File: src/design/vrlk_regs.svh
// Offsets, field positions, reset values and timing counts for the lock and maker configuration bank.
// Assumes a 100 MHz device clock and an SMBus byte engine that presents decoded command-code accesses.
`ifndef VRLK_REGS_SVH
`define VRLK_REGS_SVH

// ----------------------------------------------------------------
// Command codes
// ----------------------------------------------------------------
`define VRLK_CMD_PROTECT_AND_RESTORE 8'hD0
`define VRLK_CMD_MAKER_CONFIGURATION 8'hD1

// ----------------------------------------------------------------
// Reset values
// ----------------------------------------------------------------
`define VRLK_RST_PROTECT_AND_RESTORE 8'h00
`define VRLK_RST_MAKER_CONFIGURATION 8'h03

// ----------------------------------------------------------------
// Field positions
// ----------------------------------------------------------------
`define VRLK_BIT_LOCK         0
`define VRLK_BIT_RESTORE      1
`define VRLK_BIT_MONITOR_EN   0
`define VRLK_BIT_ALERT_EN     1
`define VRLK_BIT_TIMEOUT_EN   3
`define VRLK_BIT_ALERT_COMP   4
`define VRLK_BIT_PHASE_LO     6
`define VRLK_BIT_PHASE_HI     7
`define VRLK_MAKER_WRITE_MASK 8'hDB

// ----------------------------------------------------------------
// Timing
// ----------------------------------------------------------------
`define VRLK_CLK_MHZ          100
`define VRLK_TIMEOUT_MS       35
`define VRLK_TIMEOUT_CYCLES   (`VRLK_TIMEOUT_MS * 1000 * `VRLK_CLK_MHZ)

`endif

File: src/design/vrlk_pkg.sv
// Types shared by the lock and maker configuration bank.
// Assumes vrlk_regs.svh supplies the numeric constants.
package vrlk_pkg;

  // Register access as decoded by the SMBus byte engine.
  typedef struct packed
  {
    logic       wr_valid;
    logic       rd_valid;
    logic [7:0] code;
    logic [7:0] wdata;
  } vrlk_access_type;

  // Fields of the maker configuration register put to use.
  typedef struct packed
  {
    logic [1:0] power_save_phase_count;
    logic       alert_comparator_mode;
    logic       bus_hang_timeout_enable;
    logic       alert_enable;
    logic       monitor_enable;
  } vrlk_config_type;

  typedef enum logic [2:0]
  {
    VRLK_IDLE = 3'b001,
    VRLK_BUSY = 3'b010,
    VRLK_HUNG = 3'b100
  } vrlk_watch_type;

endpackage

File: src/design/vrlk_hang_watch.sv
// Bus-hang watchdog: counts idle time inside a transaction and requests release.
// Assumes the SMBus engine reports activity and transaction span as clocked levels.
`timescale 1ns/1ps
`include "vrlk_regs.svh"
module vrlk_hang_watch
#(
  parameter int unsigned LIMIT = `VRLK_TIMEOUT_CYCLES
)
(
  // Clock and reset
  input  wire logic clk,
  input  wire logic rst_b,
  // Control
  input  wire logic enable,
  input  wire logic in_transaction,
  input  wire logic bus_activity,
  // Result
  output logic      release_bus
);
  import vrlk_pkg::*;

  vrlk_watch_type state;
  logic [31:0]    idle_count;

  always_ff @(posedge clk or negedge rst_b)
  begin
    if (!rst_b)
      idle_count <= 32'h0;
    else if (state != VRLK_BUSY || bus_activity)
      idle_count <= 32'h0;
    else
      idle_count <= idle_count + 32'h1;
  end

  // A hang is declared once the idle count reaches the limit.
  always_ff @(posedge clk or negedge rst_b)
  begin
    if (!rst_b)
      state <= VRLK_IDLE;
    else
      unique case (state)
        VRLK_IDLE: if (enable && in_transaction) state <= VRLK_BUSY;
        VRLK_BUSY:
          if (!enable || !in_transaction)
            state <= VRLK_IDLE;
          else if (!bus_activity && idle_count >= LIMIT)
            state <= VRLK_HUNG; // see RQ7
        VRLK_HUNG: state <= VRLK_IDLE;
        default:   state <= VRLK_IDLE;
      endcase
  end

  assign release_bus = (state == VRLK_HUNG);
endmodule

File: src/design/vrlk_config_bank.sv
// Lock/restore and maker configuration registers reached by SMBus command code.
// Assumes an SMBus byte engine decodes one-byte accesses and pulses wr_valid or rd_valid.
// Function
// RQ1: Writing one to restore bit returns every register to power-on value.
// RQ2: Restore request is ignored while the protect latch is set.
// RQ3: Writing one to lock bit freezes all limit values; the code ignores the lock bit when the restore bit is also written as one.
// RQ4: Once locked, lockable registers including the latch are read-only until power cycle.
// RQ5: Bits 7:6 select power-save phase count: 00 one, 01 two, 10 three, 11 one.
// RQ6: Bit 4 selects comparator alert (1) or latched alert (0).
// RQ7: Bit 3 enables 35 ms bus-hang release; that bit is lockable.
// RQ8: Bit 1 gates the alert output pin.
// RQ9: Bit 0 enables ADC conversions and monitoring.
// RQ10: Bits 5 and 2 are reserved and have no function.
// RQ11: One-byte read or write by command code; reads return current contents.
`timescale 1ns/1ps
`include "vrlk_regs.svh"
module vrlk_config_bank
#(
  parameter int unsigned TIMEOUT_CYCLES = `VRLK_TIMEOUT_CYCLES
)
(
  // Clock and power-on reset
  input  wire logic                 clk,
  input  wire logic                 rst_b,
  // Register access from the SMBus engine
  input  vrlk_pkg::vrlk_access_type access,
  output logic [7:0]                rdata,
  output logic                      rdata_valid,
  output logic                      code_hit,
  // SMBus engine status
  input  wire logic                 in_transaction,
  input  wire logic                 bus_activity,
  output logic                      bus_release,
  // Alert source and pin
  input  wire logic                 alert_event,
  output logic                      alert_pin,
  // Controls to the rest of the regulator
  output vrlk_pkg::vrlk_config_type config_out,
  output logic [1:0]                power_save_phases,
  output logic                      limits_locked,
  output logic                      restore_all
);
  import vrlk_pkg::*;

  // ----------------------------------------------------------------
  // Register storage
  // ----------------------------------------------------------------
  logic       locked;
  logic [7:0] maker;
  logic       alert_latched;
  logic       wr_protect;
  logic       wr_maker;
  logic       restore_req;

  function automatic logic [1:0] phases_of(input logic [1:0] code);
    unique case (code)
      2'b01:   phases_of = 2'h2;
      2'b10:   phases_of = 2'h3;
      default: phases_of = 2'h1;
    endcase
  endfunction

  assign wr_protect  = access.wr_valid && access.code == `VRLK_CMD_PROTECT_AND_RESTORE;
  assign wr_maker    = access.wr_valid && access.code == `VRLK_CMD_MAKER_CONFIGURATION;
  // The restore bit is self-clearing: it fires one cycle, never stored.
  assign restore_req = wr_protect && access.wdata[`VRLK_BIT_RESTORE] && !locked; // see RQ2

  // Only a power-on reset clears the latch; restore deliberately leaves it alone.
  always_ff @(posedge clk or negedge rst_b)
  begin
    if (!rst_b)
      locked <= 1'b0;
    else if (wr_protect && !locked && !access.wdata[`VRLK_BIT_RESTORE])
      locked <= access.wdata[`VRLK_BIT_LOCK]; // see RQ3, RQ4
  end

  // A locked bank refuses maker writes too, so the hang enable cannot change.
  always_ff @(posedge clk or negedge rst_b)
  begin
    if (!rst_b)
      maker <= `VRLK_RST_MAKER_CONFIGURATION;
    else if (restore_req)
      maker <= `VRLK_RST_MAKER_CONFIGURATION; // see RQ1
    else if (wr_maker && !locked)
      maker <= access.wdata & `VRLK_MAKER_WRITE_MASK; // see RQ4, RQ7, RQ10
  end

  // ----------------------------------------------------------------
  // Read path
  // ----------------------------------------------------------------
  always_ff @(posedge clk or negedge rst_b)
  begin
    if (!rst_b)
    begin
      rdata       <= 8'h00;
      rdata_valid <= 1'b0;
    end
    else
    begin
      rdata_valid <= access.rd_valid && code_hit;
      if (access.rd_valid)
        unique case (access.code)
          `VRLK_CMD_PROTECT_AND_RESTORE: rdata <= {7'h00, locked}; // see RQ11
          `VRLK_CMD_MAKER_CONFIGURATION: rdata <= maker;           // see RQ11
          default:                       rdata <= 8'h00;
        endcase
    end
  end

  assign code_hit = access.code == `VRLK_CMD_PROTECT_AND_RESTORE ||
                    access.code == `VRLK_CMD_MAKER_CONFIGURATION;

  // ----------------------------------------------------------------
  // Field outputs
  // ----------------------------------------------------------------
  assign config_out.power_save_phase_count  = maker[`VRLK_BIT_PHASE_HI:`VRLK_BIT_PHASE_LO];
  assign config_out.alert_comparator_mode   = maker[`VRLK_BIT_ALERT_COMP];
  assign config_out.bus_hang_timeout_enable = maker[`VRLK_BIT_TIMEOUT_EN];
  assign config_out.alert_enable            = maker[`VRLK_BIT_ALERT_EN];
  assign config_out.monitor_enable          = maker[`VRLK_BIT_MONITOR_EN]; // see RQ9
  assign power_save_phases = phases_of(config_out.power_save_phase_count); // see RQ5
  assign limits_locked     = locked;
  assign restore_all       = restore_req; // see RQ1

  // ----------------------------------------------------------------
  // Alert output
  // ----------------------------------------------------------------
  // Latched mode holds the alert until a read of this bank or a restore; comparator follows the source.
  always_ff @(posedge clk or negedge rst_b)
  begin
    if (!rst_b)
      alert_latched <= 1'b0;
    else if (alert_event)
      alert_latched <= 1'b1;
    else if (access.rd_valid && code_hit || restore_req)
      alert_latched <= 1'b0;
  end

  always_ff @(posedge clk or negedge rst_b)
  begin
    if (!rst_b)
      alert_pin <= 1'b0;
    else
      alert_pin <= config_out.alert_enable && // see RQ8
                   (config_out.alert_comparator_mode ? alert_event : alert_latched); // see RQ6
  end

  // ----------------------------------------------------------------
  // Bus-hang watchdog
  // ----------------------------------------------------------------
  vrlk_hang_watch
  #(
    .LIMIT (TIMEOUT_CYCLES)
  )
  u_hang_watch
  (
    .clk            (clk),
    .rst_b          (rst_b),
    .enable         (config_out.bus_hang_timeout_enable), // see RQ7
    .in_transaction (in_transaction),
    .bus_activity   (bus_activity),
    .release_bus    (bus_release)
  );
endmodule

File: config.mk
export PLATFORM = sky130hd
export DESIGN_NAME = vrlk_config_bank
export DESIGN_NICKNAME = d
export VERILOG_FILES = /design/src/design/vrlk_pkg.sv /design/src/design/vrlk_hang_watch.sv /design/src/design/vrlk_config_bank.sv
export VERILOG_INCLUDE_DIRS = /design/src /design/src/design
export SDC_FILE = /design/constraint.sdc
export NUM_CORES = 1
export LEC_CHECK = 0
export BUFFER_PORTS_ARGS = -buffer_cell sky130_fd_sc_hd__clkbuf_2
export CAP_MARGIN = 30
export CORE_AREA = 5 5 84 86
export CTS_BUF_LIST = sky130_fd_sc_hd__clkbuf_16
export DETAILED_ROUTE_END_ITERATION = 16
export DIE_AREA = 0 0 89 91
export PLACE_DENSITY = 0.64
export SLEW_MARGIN = 20
export SYNTH_ARGS = -nofsm -noshare
export SYNTH_HDL_FRONTEND = slang
export SYNTH_SLANG_ARGS = --single-unit
File: constraint.sdc
create_clock -name clk -period 4.3 [get_ports clk]
set_input_delay 0.43 -clock clk [delete_from_list [all_inputs] [get_ports clk]]
set_output_delay 0.43 -clock clk [all_outputs]
set_load 0.03 [all_outputs]
## Word level (Yosys, flattened, before mapping)

Index checks and enable logic that the tools add are counted.

- Bits in registers: 55
- Bits of input ports: 23
- Word-level logic and storage cells: 55

- $lt $le $gt $ge: 1
- Add/subtract/negate cells: 1
- Equality and inequality tests: 10
- Reduce and logical (&&, ||, !) cells: 23
- Muxes and demuxes: 12

Operators by type and width:

| cell | number |
|---|---|
| adder 32 x 1 -> 32 bit (second input constant) | 1 |
| >= comparator 32 x 22 -> 1 bit (second input constant) | 1 |
| 2-to-1 mux 32 bit | 1 |
| equality test 8 bit (second input constant) | 2 |
| 2-to-1 mux 8 bit | 2 |
| case mux 8 bit (2 select lines) | 1 |
| logical AND 1 bit | 11 |
| 2-to-1 mux 3 bit | 3 |
| case mux 3 bit (2 select lines) | 1 |
| zero test 1 bit | 5 |
| logical OR 1 bit | 4 |
| case mux 2 bit (2 select lines) | 1 |
| nonzero test 2 bit | 2 |
| equality test 3 x 1 -> 1 bit (second input constant) | 1 |
| equality test 3 x 2 -> 1 bit (second input constant) | 1 |
| equality test 3 bit (second input constant) | 1 |
| 2-to-1 mux 1 bit | 3 |
| inequality test 3 x 1 -> 1 bit (second input constant) | 1 |
| inequality test 3 x 2 -> 1 bit (second input constant) | 1 |
| equality test 2 x 1 -> 1 bit (second input constant) | 1 |
| equality test 2 bit (second input constant) | 1 |
| inequality test 2 x 1 -> 1 bit (second input constant) | 1 |
| AND reduction 2 bit | 1 |

## Longest topological paths before layout

- Depth after elaboration: 7
- Mapped depth: 7

## By module

From an unflattened synthesis, not the netlist that was laid out.

- Cell total of the unflattened synthesis: 273
- Area, all modules: 2691.3 um^2

Modules (own cells, without submodules):

| module | instances | area each (um^2) | seq. area each (um^2) | cells each |
|---|---|---|---|---|
| vrlk_hang_watch | 1 | 1929.4 | 877.1 | 205 |
| vrlk_config_bank | 1 | 762.0 | 402.9 | 68 |

## Worst setup path after synthesis

OpenSTA, ideal clock, no wires.

- Kind: input to register
- From: input access[11] in the netlist's numbering
- To: register alert_latched
- Slack: 1.860 ns
- Stages on the path: 4
- Required time: 4.180 ns
- Buffers on the path: 0
- Setup time: 0.120 ns
- Arrival: 2.320 ns
- Path through: or4b_1 > nor3_1 > nand2_1 > a31o_2

- Elaborated cells between the ends (all ways): 9
- Those cells by class: 2 x eq/ne; 7 x reduce/logical

RTL lines:

| element | line | source |
|---|---|---|
| start, declared | vrlk_config_bank.sv:26 | `input vrlk_pkg::vrlk_access_type access,` |
| equality test 8 bit | n/a |  |
| logical OR 1 bit (no source line) (*) | n/a |  |
| via code_hit | vrlk_config_bank.sv:29 | `output logic code_hit,` |
| logical AND 1 bit (*) | vrlk_config_bank.sv:135 | `else if (access.rd_valid && code_hit \|\| restore_req)` |
| logical OR 1 bit (*) | vrlk_config_bank.sv:135 |  |
| nonzero test 2 bit (no source line) (*) | n/a |  |
| end signal, assigned | vrlk_config_bank.sv:132 | `alert_latched <= 1'b0;` |
| end signal, assigned | vrlk_config_bank.sv:134 | `alert_latched <= 1'b1;` |
| end signal, assigned | vrlk_config_bank.sv:136 | `alert_latched <= 1'b0;` |
| end, declared | vrlk_config_bank.sv:50 | `logic alert_latched;` |

Mark *: on every way through the listed nets, which the timed path passes. The rest lies on a longest branch.
A chain may end at the register's enable or synchronous reset.

## Worst setup path after layout

- From: input access[11] in the netlist's numbering
- To: output restore_all

- Cells in the longest elaborated chain, start to end: 4

RTL lines:

| element | line | source |
|---|---|---|
| equality test 8 bit | n/a |  |
| logical AND 1 bit (no source line) | n/a |  |
| logical AND 1 bit (2 in a row) | vrlk_config_bank.sv:66 | `` assign restore_req = wr_protect && access.wdata[`VRLK_BIT_RESTORE] && !locked; `` |
| end, declared | vrlk_config_bank.sv:41 | `output logic restore_all` |

No other way between the ends.

==> flow_summary_export.csv <==
group,metric,value,unit
setup_path,crit_buf_inv,3,
layout,layout_common_cells,"dfrtp_1 (48), clkbuf_2 (40), nand2_1 (23)",
setup_path,crit_arrival,1.86,ns
global_routing,grt_max_degree,52,
routing,routed_via_density,5.485,
sta,timing.fmax,435.9,MHz
yosys,synth_warnings,0,
place,place_area,2905,um2
setup_path,cpPeakStageDelay,0.55,ns
clock_network,cts_tree,"built",
routing,routed_wl,5559,um
layout,fill_cells,577,
clock_network,cts_hold_buf,0,
yosys,avgSynthCellArea,9.660,um2
routing,antenna_violating_nets_post_route,0,
clock_network,ctsResizeCount,0,
clock_network,cts.clk_slew.worst_paths,0.07,ns
yosys,yosysSeqAreaShare,47.49,%
sta,finalSetupTns,0,ns
clock_network,max-clock-path-buffers,2,
clock_network,htreeDepth,2,
job,maxCapViolations,0,
routing,vias,2150,
sta,setup_ws,2.006,ns
power_and_ir_drop,power.density,340.6,nW/um2
setup_path,worstPathCellList,"clkbuf_2 -> or4b_1 -> nor4_2 -> nand3b_1 -> inv_1 -> clkbuf_2",
layout,stdcell_area,3098,um2
yosys,synthTopCellsByArea,"dfrtp_1 (45%), nand2_1 (3.2%), nand3_1 (3.2%), inv_1 (3.1%), mux2i_1 (3.0%)",
setup_path,crit_start,"access[11]",
sta,rsz0062_at_grt,"false",
power_and_ir_drop,ir_drop,0.2061,mV
routing,dr.first_iter.drc_count,78,
yosys,syn-cell-area,2695,um2
global_routing,antenna_found_initial,0,
yosys,synth_top_cell_by_area,"dfrtp_1",
setup_path,crit_path_start_kind,"primary input",
clock_network,cts-root-buf,"clkbuf_16",
setup_path,worst_path_most_repeated_cell,"clkbuf_2",
setup_path,worstSetupEndpoint,"restore_all",
floorplan,boundaryPins,45,
global_routing,met3_usage,4.344,%
layout,diodes,0,
place,dp.final_hpwl,3832,um
floorplan,dieArea,8099,um2
yosys,synth-async-reset-ratio,100.0,%
clock_network,numCtsBuffers,5,
setup_path,crit_path_max_fanout,4,
setup_path,crit_required,3.87,ns
floorplan,initial_core_util,43.44,%
setup_path,critPathSlowestCell,"or4b_1",
routing,route.detailed.drc,0,
hold_path,hold_path_class,"primary input to asynchronous set/reset pin",
floorplan,die_width,89,um
clock_network,clkLatencyLatePin,0.29,ns
global_routing,grt_pass1_wl,9591,um
routing,first_pass_iters,4,
setup_path,path_class,"primary input to output pin",
global_routing,busiest_layer,"met2",
setup_path,r2r_cells,4,
layout,drive_gt1_share,21.90,%
layout,multi_input_area,1239,um2
layout,final_common_cell,"dfrtp_1",
yosys,synth_seq_cells,51,
sta,max_slew_margin,57.30,%
place,placed_cells,384,
sta,finalSetupViolCount,0,
setup_path,r2r_setup_slack,2.17,ns
layout,nets,340,
layout,fin_util,49.93,%
sta,period_share,53.35,%
floorplan,die_height,91,um
place,place_ws,1.983,ns
sta,slew_viol_final,0,
clock_network,clock_sinks,51,
setup_path,cp.depth,6,
place,gp_congestion,0.8054,
outcome,status,"complete, no violations",
sta,fin_crit,2.294,ns
setup_path,r2r_start,"u_hang_watch.idle_count[11]",
layout,stdcell_count,392,
layout,syn_to_final_growth,14.95,%
yosys,synth_top_area_share,44.57,%
global_routing,grt_overflow_total,0,
sta,finalHoldViolCount,0,
global_routing,track_usage,14.62,%
yosys,netlist_instances,279,
sta,whs,0.2450,ns
sta,fin_skew,0.009103,ns
power_and_ir_drop,leakage,1.284,nW
place,portBuffers,40,
global_routing,met2_usage,22.96,%
global_routing,use_met1,19.04,%
layout,regArea,1280,um2
global_routing,first_global_vias,2204,
power_and_ir_drop,p_total,1.055,mW
setup_path,end_kind,"output pin",
yosys,synth_cell_types,49,
yosys,ys.flop_type,"dfrtp_1",
floorplan,core_area,6205,um2
routing,wl_per_cell,14.18,um
clock_network,cts_setup_buffers,0,
floorplan,rows,29,
sta,tightest_slew,0.6405,ns
setup_path,critPathTopFamily,"simple AND/OR/NAND/NOR gates",
setup_path,r2r_end,"u_hang_watch.idle_count[23]",
yosys,synth_edf_count,0,
layer usage:
metal / up-vias / part of all wire (%)
li1: 1051 / -
met1: 1037 / 47
met2: 54 / 46
met3: 8 / 5.3
met4: 0 / 1.6
met5: - / 0
worst min-delay path by stage:
stage | slack (ns) | cells past startpoint | from | endpoint
3_3_place_gp | 0.47 | 2 | maker[0] | maker[0]
2_1_floorplan | 0.13 | 0 | rst_b | alert_latched
4_1_cts | 0.28 | 2 | rst_b | u_hang_watch.idle_count[11]
5_1_grt | 0.31 | 2 | rst_b | u_hang_watch.idle_count[11]
3_5_place_dp | 0.47 | 2 | maker[0] | maker[0]
6_report | 0.25 | 2 | rst_b | u_hang_watch.idle_count[11]
state kept, by name, indices dropped and copies added, names as in the netlist:
| signal | count |
|---|---|
| rdata_valid | 1 |
| alert_pin | 1 |
| u_hang_watch.state | 3 |
| maker | 6 |
| limits_locked | 1 |
| rdata | 6 |
| alert_latched | 1 |
| u_hang_watch.idle_count | 32 |
synthesized netlist by cell type (3+ instances only):
library cell,instances
dfrtp_1,48
nand2_1,23
inv_1,22
nor2_1,20
nand3_1,17
a21oi_1,11
nor4_1,9
mux2i_1,8
or2_2,8
or4_1,8
xnor2_1,8
o31ai_1,7
xor2_1,7
nor3_1,6
o21ai_0,6
nand4_1,5
o22ai_1,5
a22o_1,4
and2_1,4
and3_1,4
buf_4,4
clkbuf_1,4
and4_1,3
dfstp_2,3
ha_1,3
nor4_2,3
power by group:
group	internal, mW	switching [mW]	leakage [nW]	total (mW)
sequential	0.485	0.00425	0.692	0.490
clock	0.333	0.180	0.0900	0.514
combinational	0.0166	0.0353	0.502	0.0519
cell type report:
cell class                 instances  share of cell area, %
clock buffer                       5                  4.039
clock inverter                     3                  2.181
inverter                          22                  2.666
multi-input combinational        193                  39.98
sequential                        51                  41.32
tap                               77                  3.110
timing repair buffer              41                  6.704
logic make-up after synthesis:
| family | count (synthesis) | share of synthesized area, % |
|---|---|---|
| compound gates | 40 | 9.842 |
| xor+xnor | 15 | 4.875 |
| fa+ha+maj | 3 | 1.393 |
| buf+inv | 36 | 6.685 |
| flops | 51 | 47.49 |
| mux | 9 | 3.389 |
| other cells | 1 | 0.1391 |
| simple gates | 124 | 26.18 |
(Power assumes the default switching activity.)
